==> src/fan_adapt_regs.svh <==
// Register map, field positions and reset values of the fan threshold block.
// Assumes an 8-bit register address space and 8-bit signed temperatures.
// How it works
// - An adapted turn-on threshold never goes below -127 degrees; it saturates there.
// - An adapted turn-on threshold never rises above the channel high limit.
// - Below its threshold a channel holds its fan off and stops adapting.
// - Control bit 2 plus an alert copies far-2 temperature to its operating point.
// - With a capture bit clear, alerts leave that operating point as software wrote it.
// - Control bit 3 plus an alert copies near temperature to its operating point.
// - Control bit 4 plus an alert copies far-1 temperature to its operating point.
// - Control bit 5 enables far-2 adaptation from temperature, operating point and limits.
// - Control bit 6 enables near-channel adaptation the same way.
// - Control bit 7 enables far-1 adaptation the same way.
// - With adaptation off the threshold is never changed by hardware.
// - The alert input counts as asserted while driven low.
// - Without ramping an output takes each new duty target at once.
// - With ramping an output changes by a limited amount per update.
// - Each ramped update moves one step toward target; falls start immediately.
// - Ramping is chosen per output, independent of shared temperature sources.
// - Ramp control one bit 3 enables ramping on fan drive 1.
// - Ramp control two bit 7 enables ramping on fan drive 2.
// - Ramp control two bit 3 enables ramping on fan drive 3.
// - Duty is counted in slots of 1/255 period; steps are in slots.
// - A 3-bit code picks 1, 2, 3, 5, 8, 12, 24 or 48 slots per step.
// - Each stepped duty value is kept as the base for the next comparison.
`ifndef FAN_ADAPT_REGS_SVH
`define FAN_ADAPT_REGS_SVH

// Register offsets
`define ADDR_ADAPT_CTRL  8'h36
`define ADDR_RAMP_ONE    8'h62
`define ADDR_RAMP_TWO    8'h63
`define ADDR_LIM_LO_F1   8'h4E
`define ADDR_LIM_HI_F1   8'h4F
`define ADDR_LIM_LO_NR   8'h50
`define ADDR_LIM_HI_NR   8'h51
`define ADDR_LIM_LO_F2   8'h52
`define ADDR_LIM_HI_F2   8'h53
`define ADDR_OP_BASE     8'h80
`define ADDR_THR_BASE    8'h83
`define ADDR_STATUS      8'h86
`define ADDR_DUTY_BASE   8'h87

// Control field positions, channel 0 far 1, 1 near, 2 far 2
`define BIT_CAP_F2       2
`define BIT_CAP_NR       3
`define BIT_CAP_F1       4
`define BIT_ADP_F2       5
`define BIT_ADP_NR       6
`define BIT_ADP_F1       7
`define BIT_RAMP_EN_LO   3
`define BIT_RAMP_EN_HI   7
`define FLD_STEP_LO      2:0
`define FLD_STEP_HI      6:4

// Values
`define TEMP_FLOOR       8'h81
`define LIM_LO_RESET     8'h81
`define LIM_HI_RESET     8'h7F
`define OP_RESET         8'h7F
`define THR_RESET        8'h5A
`define DUTY_FULL        8'hFF
`define THR_STEP         8'h01

// Ramp step sizes in slots, one per step code
`define STEP_0           8'h01
`define STEP_1           8'h02
`define STEP_2           8'h03
`define STEP_3           8'h05
`define STEP_4           8'h08
`define STEP_5           8'h0C
`define STEP_6           8'h18
`define STEP_7           8'h30

`endif

==> src/fan_adapt_pkg.sv <==
// Types shared by the fan threshold block.
// Assumes three temperature channels and three fan drives.
package fan_adapt_pkg;
    typedef logic [2:0][7:0] byte3_t;

    // Whole state of the block, registered as one word
    typedef struct packed {
        logic [7:0] adapt_ctrl;
        logic [7:0] ramp_one;
        logic [7:0] ramp_two;
        byte3_t     lim_hi;
        byte3_t     lim_lo;
        byte3_t     op_point;
        byte3_t     threshold;
        byte3_t     duty;
        logic [1:0] alert_sync;
        logic       alert_seen;
        logic [7:0] rdata;
    } state_t;
endpackage

==> src/fan_adapt.sv <==
// Turn-on threshold adaptation, alert capture and duty ramping for three fans.
// Assumes temperatures and duty targets arrive from logic on CLK_SYS; the
// alert pin is asynchronous and is synchronised here.
`include "fan_adapt_regs.svh"

module fan_adapt #(
    parameter int DUTY_W = 8
) (
    // Clock and reset
    input  wire logic              CLK_SYS,
    input  wire logic              NRST,
    // Register port
    input  wire logic [7:0]        ADDR,
    input  wire logic [7:0]        WDATA,
    input  wire logic              WR,
    input  wire logic              RD,
    output logic      [7:0]        RDATA,
    // Temperature source, index 0 far 1, 1 near, 2 far 2
    input  wire logic [2:0][7:0]   TEMP,
    input  wire logic              TEMP_DONE,
    // Alert pin, low when asserted
    input  wire logic              THERMAL_ALERT_N,
    // Duty targets from the speed curve, one per fan drive
    input  wire logic [2:0][7:0]   DUTY_TARGET,
    input  wire logic              DUTY_UPDATE,
    // Outputs
    output logic      [2:0][7:0]   FAN_DRIVE,
    output logic      [2:0][7:0]   TURN_ON_THRESHOLD,
    output logic      [2:0]        FAN_HOLD_OFF
);

    // The ramp arithmetic is written for eight-bit slot counts only
    if (DUTY_W != 8) begin : g_bad_width
        $error("fan_adapt supports DUTY_W of 8 only");
    end

    fan_adapt_pkg::state_t q;
    fan_adapt_pkg::state_t d;

    logic       alert_edge;
    logic [2:0] cap_en;
    logic [2:0] adp_en;
    logic [2:0] ramp_en;
    logic [2:0][2:0] step_code;
    logic [2:0] below_thr;

    // Step size in slots for each ramp code
    function automatic logic [7:0] step_slots(input logic [2:0] code);
        case (code)
            3'h0:    step_slots = `STEP_0;
            3'h1:    step_slots = `STEP_1;
            3'h2:    step_slots = `STEP_2;
            3'h3:    step_slots = `STEP_3;
            3'h4:    step_slots = `STEP_4;
            3'h5:    step_slots = `STEP_5;
            3'h6:    step_slots = `STEP_6;
            default: step_slots = `STEP_7;
        endcase
    endfunction

    // One ramp step, clamped on the target so the output cannot hunt around it
    function automatic logic [7:0] ramp_step(input logic [7:0] cur,
                                             input logic [7:0] tgt,
                                             input logic [2:0] code);
        logic [7:0] st;
        st = step_slots(code);
        if (tgt > cur) begin
            ramp_step = ((tgt - cur) <= st) ? tgt : 8'(cur + st);
        end else if (tgt < cur) begin
            ramp_step = ((cur - tgt) <= st) ? tgt : 8'(cur - st);
        end else begin
            ramp_step = cur;
        end
    endfunction

    // Field decode of the control registers
    always_comb begin
        cap_en       = {q.adapt_ctrl[`BIT_CAP_F2], q.adapt_ctrl[`BIT_CAP_NR],
                        q.adapt_ctrl[`BIT_CAP_F1]};
        adp_en       = {q.adapt_ctrl[`BIT_ADP_F2], q.adapt_ctrl[`BIT_ADP_NR],
                        q.adapt_ctrl[`BIT_ADP_F1]};
        ramp_en[0]   = q.ramp_one[`BIT_RAMP_EN_LO];
        ramp_en[1]   = q.ramp_two[`BIT_RAMP_EN_HI];
        ramp_en[2]   = q.ramp_two[`BIT_RAMP_EN_LO];
        step_code[0] = q.ramp_one[`FLD_STEP_LO];
        step_code[1] = q.ramp_two[`FLD_STEP_HI];
        step_code[2] = q.ramp_two[`FLD_STEP_LO];
    end

    // Alert is active low; only the second sync stage is looked at
    assign alert_edge = !q.alert_sync[1] && !q.alert_seen;

    // Channel below its threshold keeps the fan off
    always_comb begin
        for (int i = 0; i < 3; i++) begin
            below_thr[i] = $signed(TEMP[i]) < $signed(q.threshold[i]);
        end
    end

    // Next-state logic for the whole block
    always_comb begin
        d = q;
        d.alert_sync = {q.alert_sync[0], THERMAL_ALERT_N};
        d.alert_seen = !q.alert_sync[1];
        d.rdata      = 8'h00;

        // Software writes; hardware updates below take priority on collision
        if (WR) begin
            case (ADDR)
                `ADDR_ADAPT_CTRL: d.adapt_ctrl   = WDATA;
                `ADDR_RAMP_ONE:   d.ramp_one     = WDATA;
                `ADDR_RAMP_TWO:   d.ramp_two     = WDATA;
                `ADDR_LIM_LO_F1:  d.lim_lo[0]    = WDATA;
                `ADDR_LIM_HI_F1:  d.lim_hi[0]    = WDATA;
                `ADDR_LIM_LO_NR:  d.lim_lo[1]    = WDATA;
                `ADDR_LIM_HI_NR:  d.lim_hi[1]    = WDATA;
                `ADDR_LIM_LO_F2:  d.lim_lo[2]    = WDATA;
                `ADDR_LIM_HI_F2:  d.lim_hi[2]    = WDATA;
                default: begin
                    for (int i = 0; i < 3; i++) begin
                        if (ADDR == 8'(`ADDR_OP_BASE + i)) begin
                            d.op_point[i] = WDATA;
                        end
                        if (ADDR == 8'(`ADDR_THR_BASE + i)) begin
                            d.threshold[i] = WDATA;
                        end
                    end
                end
            endcase
        end

        // Register reads, answered in the next cycle only
        if (RD) begin
            case (ADDR)
                `ADDR_ADAPT_CTRL: d.rdata = q.adapt_ctrl;
                `ADDR_RAMP_ONE:   d.rdata = q.ramp_one;
                `ADDR_RAMP_TWO:   d.rdata = q.ramp_two;
                `ADDR_LIM_LO_F1:  d.rdata = q.lim_lo[0];
                `ADDR_LIM_HI_F1:  d.rdata = q.lim_hi[0];
                `ADDR_LIM_LO_NR:  d.rdata = q.lim_lo[1];
                `ADDR_LIM_HI_NR:  d.rdata = q.lim_hi[1];
                `ADDR_LIM_LO_F2:  d.rdata = q.lim_lo[2];
                `ADDR_LIM_HI_F2:  d.rdata = q.lim_hi[2];
                `ADDR_STATUS:     d.rdata = {4'h0, q.alert_sync[1], below_thr};
                default: begin
                    for (int i = 0; i < 3; i++) begin
                        if (ADDR == 8'(`ADDR_OP_BASE + i)) begin
                            d.rdata = q.op_point[i];
                        end
                        if (ADDR == 8'(`ADDR_THR_BASE + i)) begin
                            d.rdata = q.threshold[i];
                        end
                        if (ADDR == 8'(`ADDR_DUTY_BASE + i)) begin
                            d.rdata = q.duty[i];
                        end
                    end
                end
            endcase
        end

        for (int i = 0; i < 3; i++) begin
            // Alert capture of the latest converted temperature
            if (alert_edge && cap_en[i]) begin
                d.op_point[i] = TEMP[i];
            end
            // Disabled capture leaves the software value untouched
            // Adaptation step, only above threshold and only when enabled
            if (TEMP_DONE && adp_en[i] && !below_thr[i]) begin
                if ($signed(TEMP[i]) > $signed(q.op_point[i])) begin
                    if ($signed(q.threshold[i]) > $signed(`TEMP_FLOOR)) begin
                        d.threshold[i] = 8'(q.threshold[i] - `THR_STEP);
                    end
                end else if ($signed(TEMP[i]) < $signed(q.lim_lo[i]) &&
                             $signed(q.threshold[i]) < $signed(q.lim_hi[i]) &&
                             $signed(q.threshold[i]) < $signed(q.op_point[i])) begin
                    d.threshold[i] = 8'(q.threshold[i] + `THR_STEP);
                end
            end
            // Duty update, direct or ramped per output
            if (DUTY_UPDATE) begin
                if (ramp_en[i]) begin
                    d.duty[i] = ramp_step(q.duty[i], DUTY_TARGET[i], step_code[i]);
                end else begin
                    d.duty[i] = DUTY_TARGET[i];
                end
            end
        end
    end

    // State register; a slot count is a plain 0..255 value
    always_ff @(posedge CLK_SYS or negedge NRST) begin
        if (!NRST) begin
            q.adapt_ctrl <= 8'h00;
            q.ramp_one   <= 8'h00;
            q.ramp_two   <= 8'h00;
            q.lim_hi     <= {3{`LIM_HI_RESET}};
            q.lim_lo     <= {3{`LIM_LO_RESET}};
            q.op_point   <= {3{`OP_RESET}};
            q.threshold  <= {3{`THR_RESET}};
            q.duty       <= {3{`DUTY_FULL}};
            q.alert_sync <= 2'h3;
            q.alert_seen <= 1'b0;
            q.rdata      <= 8'h00;
        end else begin
            q <= d;
        end
    end

    // Outputs
    assign RDATA             = q.rdata;
    assign FAN_DRIVE         = q.duty;
    assign TURN_ON_THRESHOLD = q.threshold;
    assign FAN_HOLD_OFF      = below_thr;
endmodule // fan_adapt

==> config.mk <==
export PLATFORM = sky130hd
export DESIGN_NAME = fan_adapt
export DESIGN_NICKNAME = d
export VERILOG_FILES = /design/src/fan_adapt_pkg.sv /design/src/fan_adapt.sv
export VERILOG_INCLUDE_DIRS = /design/src
export SDC_FILE = /design/constraint.sdc
export NUM_CORES = 1
export LEC_CHECK = 0
export BUFFER_PORTS_ARGS = -buffer_cell sky130_fd_sc_hd__buf_2
export CAP_MARGIN = 20
export CORE_ASPECT_RATIO = 1.75
export CORE_UTILIZATION = 40
export CTS_CLUSTER_DIAMETER = 150
export CTS_CLUSTER_SIZE = 10
export DETAILED_ROUTE_END_ITERATION = 12
export SYNTH_ARGS = -nofsm -noshare
export SYNTH_HDL_FRONTEND = slang
export SYNTH_SLANG_ARGS = --single-unit
==> constraint.sdc <==
create_clock -name CLK_SYS -period 9.1 [get_ports CLK_SYS]
set_clock_uncertainty 0.2 [all_clocks]
set_input_delay 1.82 -clock CLK_SYS [delete_from_list [all_inputs] [get_ports CLK_SYS]]
set_output_delay 1.82 -clock CLK_SYS [all_outputs]
set_load 0.02 [all_outputs]
==> flow_summary.toml <==
[status]
outcome = "finished, final reports clean"

[critical_path]
critPathMaxStageDelay_ps = 390
path_max_fanout = 4
critPathKind = "in2out"
crit_top_cell = "buf_2"
crit_buf_inv = 2
crit_chain = "buf_2 -> ha_1 -> a21o_1 -> a31oi_1 -> o21ai_0 -> a21oi_1 -> or2_2 -> buf_2"
cp-start-kind = "input port"
critPathTopFamily = "compound AO/OA/AOI/OAI gates"
critPathCaptureType = "primary output"
cp_slowest_cell = "or2_2"
arrival_ps = 3420
critPathRequiredTime_ps = 7080

[route]
drt_iter0_markers = 1036
drt-total-wl_microns = 58730
ant_nets = 0
num_vias = 15509
wl_per_cell_microns = 22.67
drcViolationCount = 0
dr.pass1.iters = 6
viasPerCell = 5.986

[placement]
place_hpwl_microns = 45730
place_congestion = 0.9781
place_ws_ps = 3398
port_buffers = 129

[clocking]
cts_setup_buffers = 0
root_buffer = "clkbuf_16"
cts_tree = "built"
cts_sinks = 155
holdBufCountCts = 0
clock_latency_ps = 460
clock_path_buffers = 2
cts_buffers = 17
htree_levels = 4
clk_pin_slew_ps = 60
ctsResizeCount = 0

[logic_synthesis]
synth_common_cells = "ha_1, inv_1, nand2_1, a21oi_1, o21ai_0"
synth_area_leaders = "ha_1, dfstp_2, dfrtp_1"
synth_edf_count = 0
synth_most_common_cell = "ha_1"
synth_warnings = 0
synth_cell_types = 87
syn-num-nets = 2325
async_reset_ff_share_pct = 100.0
ys_ff_latch = 155
yosysTopAreaCell = "ha_1"
avgSynthCellArea_sq_um = 8.425
netlist_area_sq_um = 16940
seq_area_frac_synth_pct = 23.53
synthFlopType = "dfstp_2"
yosysTopAreaCellShare_pct = 17.06
synth_cells = 2011

[die]
design.die.area_sq_um = 43220
io_pins = 130
rows = 99
core_area_sq_um = 41740
die_y_microns = 274.3
fp.dieW_microns = 157.6
initial_core_util_pct = 40.59

[grt]
grt_max_degree = 86
grt_pass1_wl_microns = 88460
overflow = 0
antenna_found_initial = 1
grt_pass1_vias = 15447
grt_usage_pct = 27.59

[sta]
setup_slack_ps = 3659
setup_viol = 0
tns_ps = 0
hold_viol = 0
slew_headroom_pct = 35.42
post-route-period-util_pct = 59.80
fmaxAchievable_mhz = 183.8
report.final.slew_viol_count = 0
layout_min_cycle_time_ps = 5441
rsz0062_at_grt = "no"
tightest_slew_ps = 965.2

[final_layout]
num-fill-cells = 4217
area_delta_synth_final_pct = 7.252
nets = 2335
final_layout_size_suffix_gt1_share_pct = 17.60

[hold_path]
holdCritPathClass = "reg2reg"

[power_and_ir_drop]
p_leak_nw = 8.016
p_per_area_nw_per_um2 = 175.1
vdd_drop_max_mv = 0.1058

[flow_run]
cap_violations = 0
==> sequential cells by signal, summed over array words and instances, names as in the netlist <==
name,cells
cap_en,3
FAN_DRIVE,24
TURN_ON_THRESHOLD,24
d,1
q,92
RDATA,8
adp_en,3
==> power breakdown <==
group          leakage [nW]  switching (mW)  total [mW]  internal [mW]
logic                  5.91           0.834        1.41          0.573
clock network         0.273           0.320       0.738          0.418
registers              1.84           0.223        1.04          0.814
total                  8.02            1.38        3.18           1.80
==> logic make-up (layout without fill, tap and decap cells) <==
group	Yosys count	in the layout	share of synthesized area (%)
flops	155	155	23.53
xor+xnor	60	60	3.102
fa+ha+maj	243	243	18.48
other cells	0	2	0
mux	125	125	8.537
simple gates	544	544	16.24
buf+inv	343	366	8.965
compound gates	541	541	21.15
==> final timing paths <==
kind	start	endpoint	slack, ps	cells past startpoint
max in group asynchronous	NRST	q[93]	5950	2
worst min-delay path	d[10]	q[10]	170	0
worst min register to register	d[10]	q[10]	170	0
min in group asynchronous	NRST	TURN_ON_THRESHOLD[8]	1210	1
worst max register to register	FAN_DRIVE[10]	FAN_DRIVE[9]	4780	14
worst max-delay path	TEMP[10]	FAN_HOLD_OFF[1]	3660	8
==> through the flow <==
stage / area (sq um) / total power, mW / hold slack, ps / util, % / instances
final: 18170 / 3.182 / 170.9 / 43.53 / 2591
after floorplan: 16940 / 2.012 / 145.2 / - / 2011
after global placement: 17570 / 2.389 / 158.4 / 42.08 / 2555
after global routing: 18170 / 3.396 / 175.2 / 43.52 / 2589
after CTS: 18150 / 3.181 / 169.1 / 43.47 / 2587
after detailed placement: 17570 / 2.430 / 157.5 / 42.08 / 2555
==> area by class of cell <==
| cell class | instances | area (sq um) | area share, % |
|---|---|---|---|
| timing repair buffer | 140 | 738.2 | 4.063 |
| clock buffer | 22 | 464.2 | 2.555 |
| sequential | 155 | 3986 | 21.94 |
| multi-input combinational | 1513 | 11440 | 62.94 |
| clock inverter | 10 | 117.6 | 0.6472 |
| antenna | 2 | 5.005 | 0.02754 |
| inverter | 194 | 728.2 | 4.007 |
| tap | 555 | 694.4 | 3.822 |
==> layer usage <==
metal / track usage [%] / wire length [microns] / up-vias
met3: 4.094 / 3025 / 218
met1: 27.63 / 20430 / 7487
met4: 18.73 / 4130 / 2
li1: - / - / 7209
met5: 0 / 12 / -
met2: 51.65 / 31130 / 593
==> placed cells by master, fill, tap and decap left out, types with 21 or more instances in the layout <==
master / Yosys / final
nor2b_1: 30 / 30
dfrtp_1: 69 / 69
xnor2_1: 38 / 38
nand4_1: 21 / 21
a22oi_1: 28 / 28
buf_2: 11 / 128
ha_1: 231 / 231
nand2_1: 166 / 166
xor2_1: 22 / 22
mux2_2: 76 / 76
nand2b_1: 38 / 38
nor2_1: 111 / 111
inv_1: 193 / 193
nand3_1: 41 / 41
nor3_1: 44 / 44
a221oi_1: 22 / 22
dfstp_2: 86 / 86
o211ai_1: 22 / 22
o21a_1: 25 / 25
o21ai_0: 113 / 113
o22ai_1: 22 / 22
a21o_1: 32 / 32
mux2i_1: 41 / 41
a21oi_1: 124 / 124
Note: power is estimated with default switching activity, not from simulation.
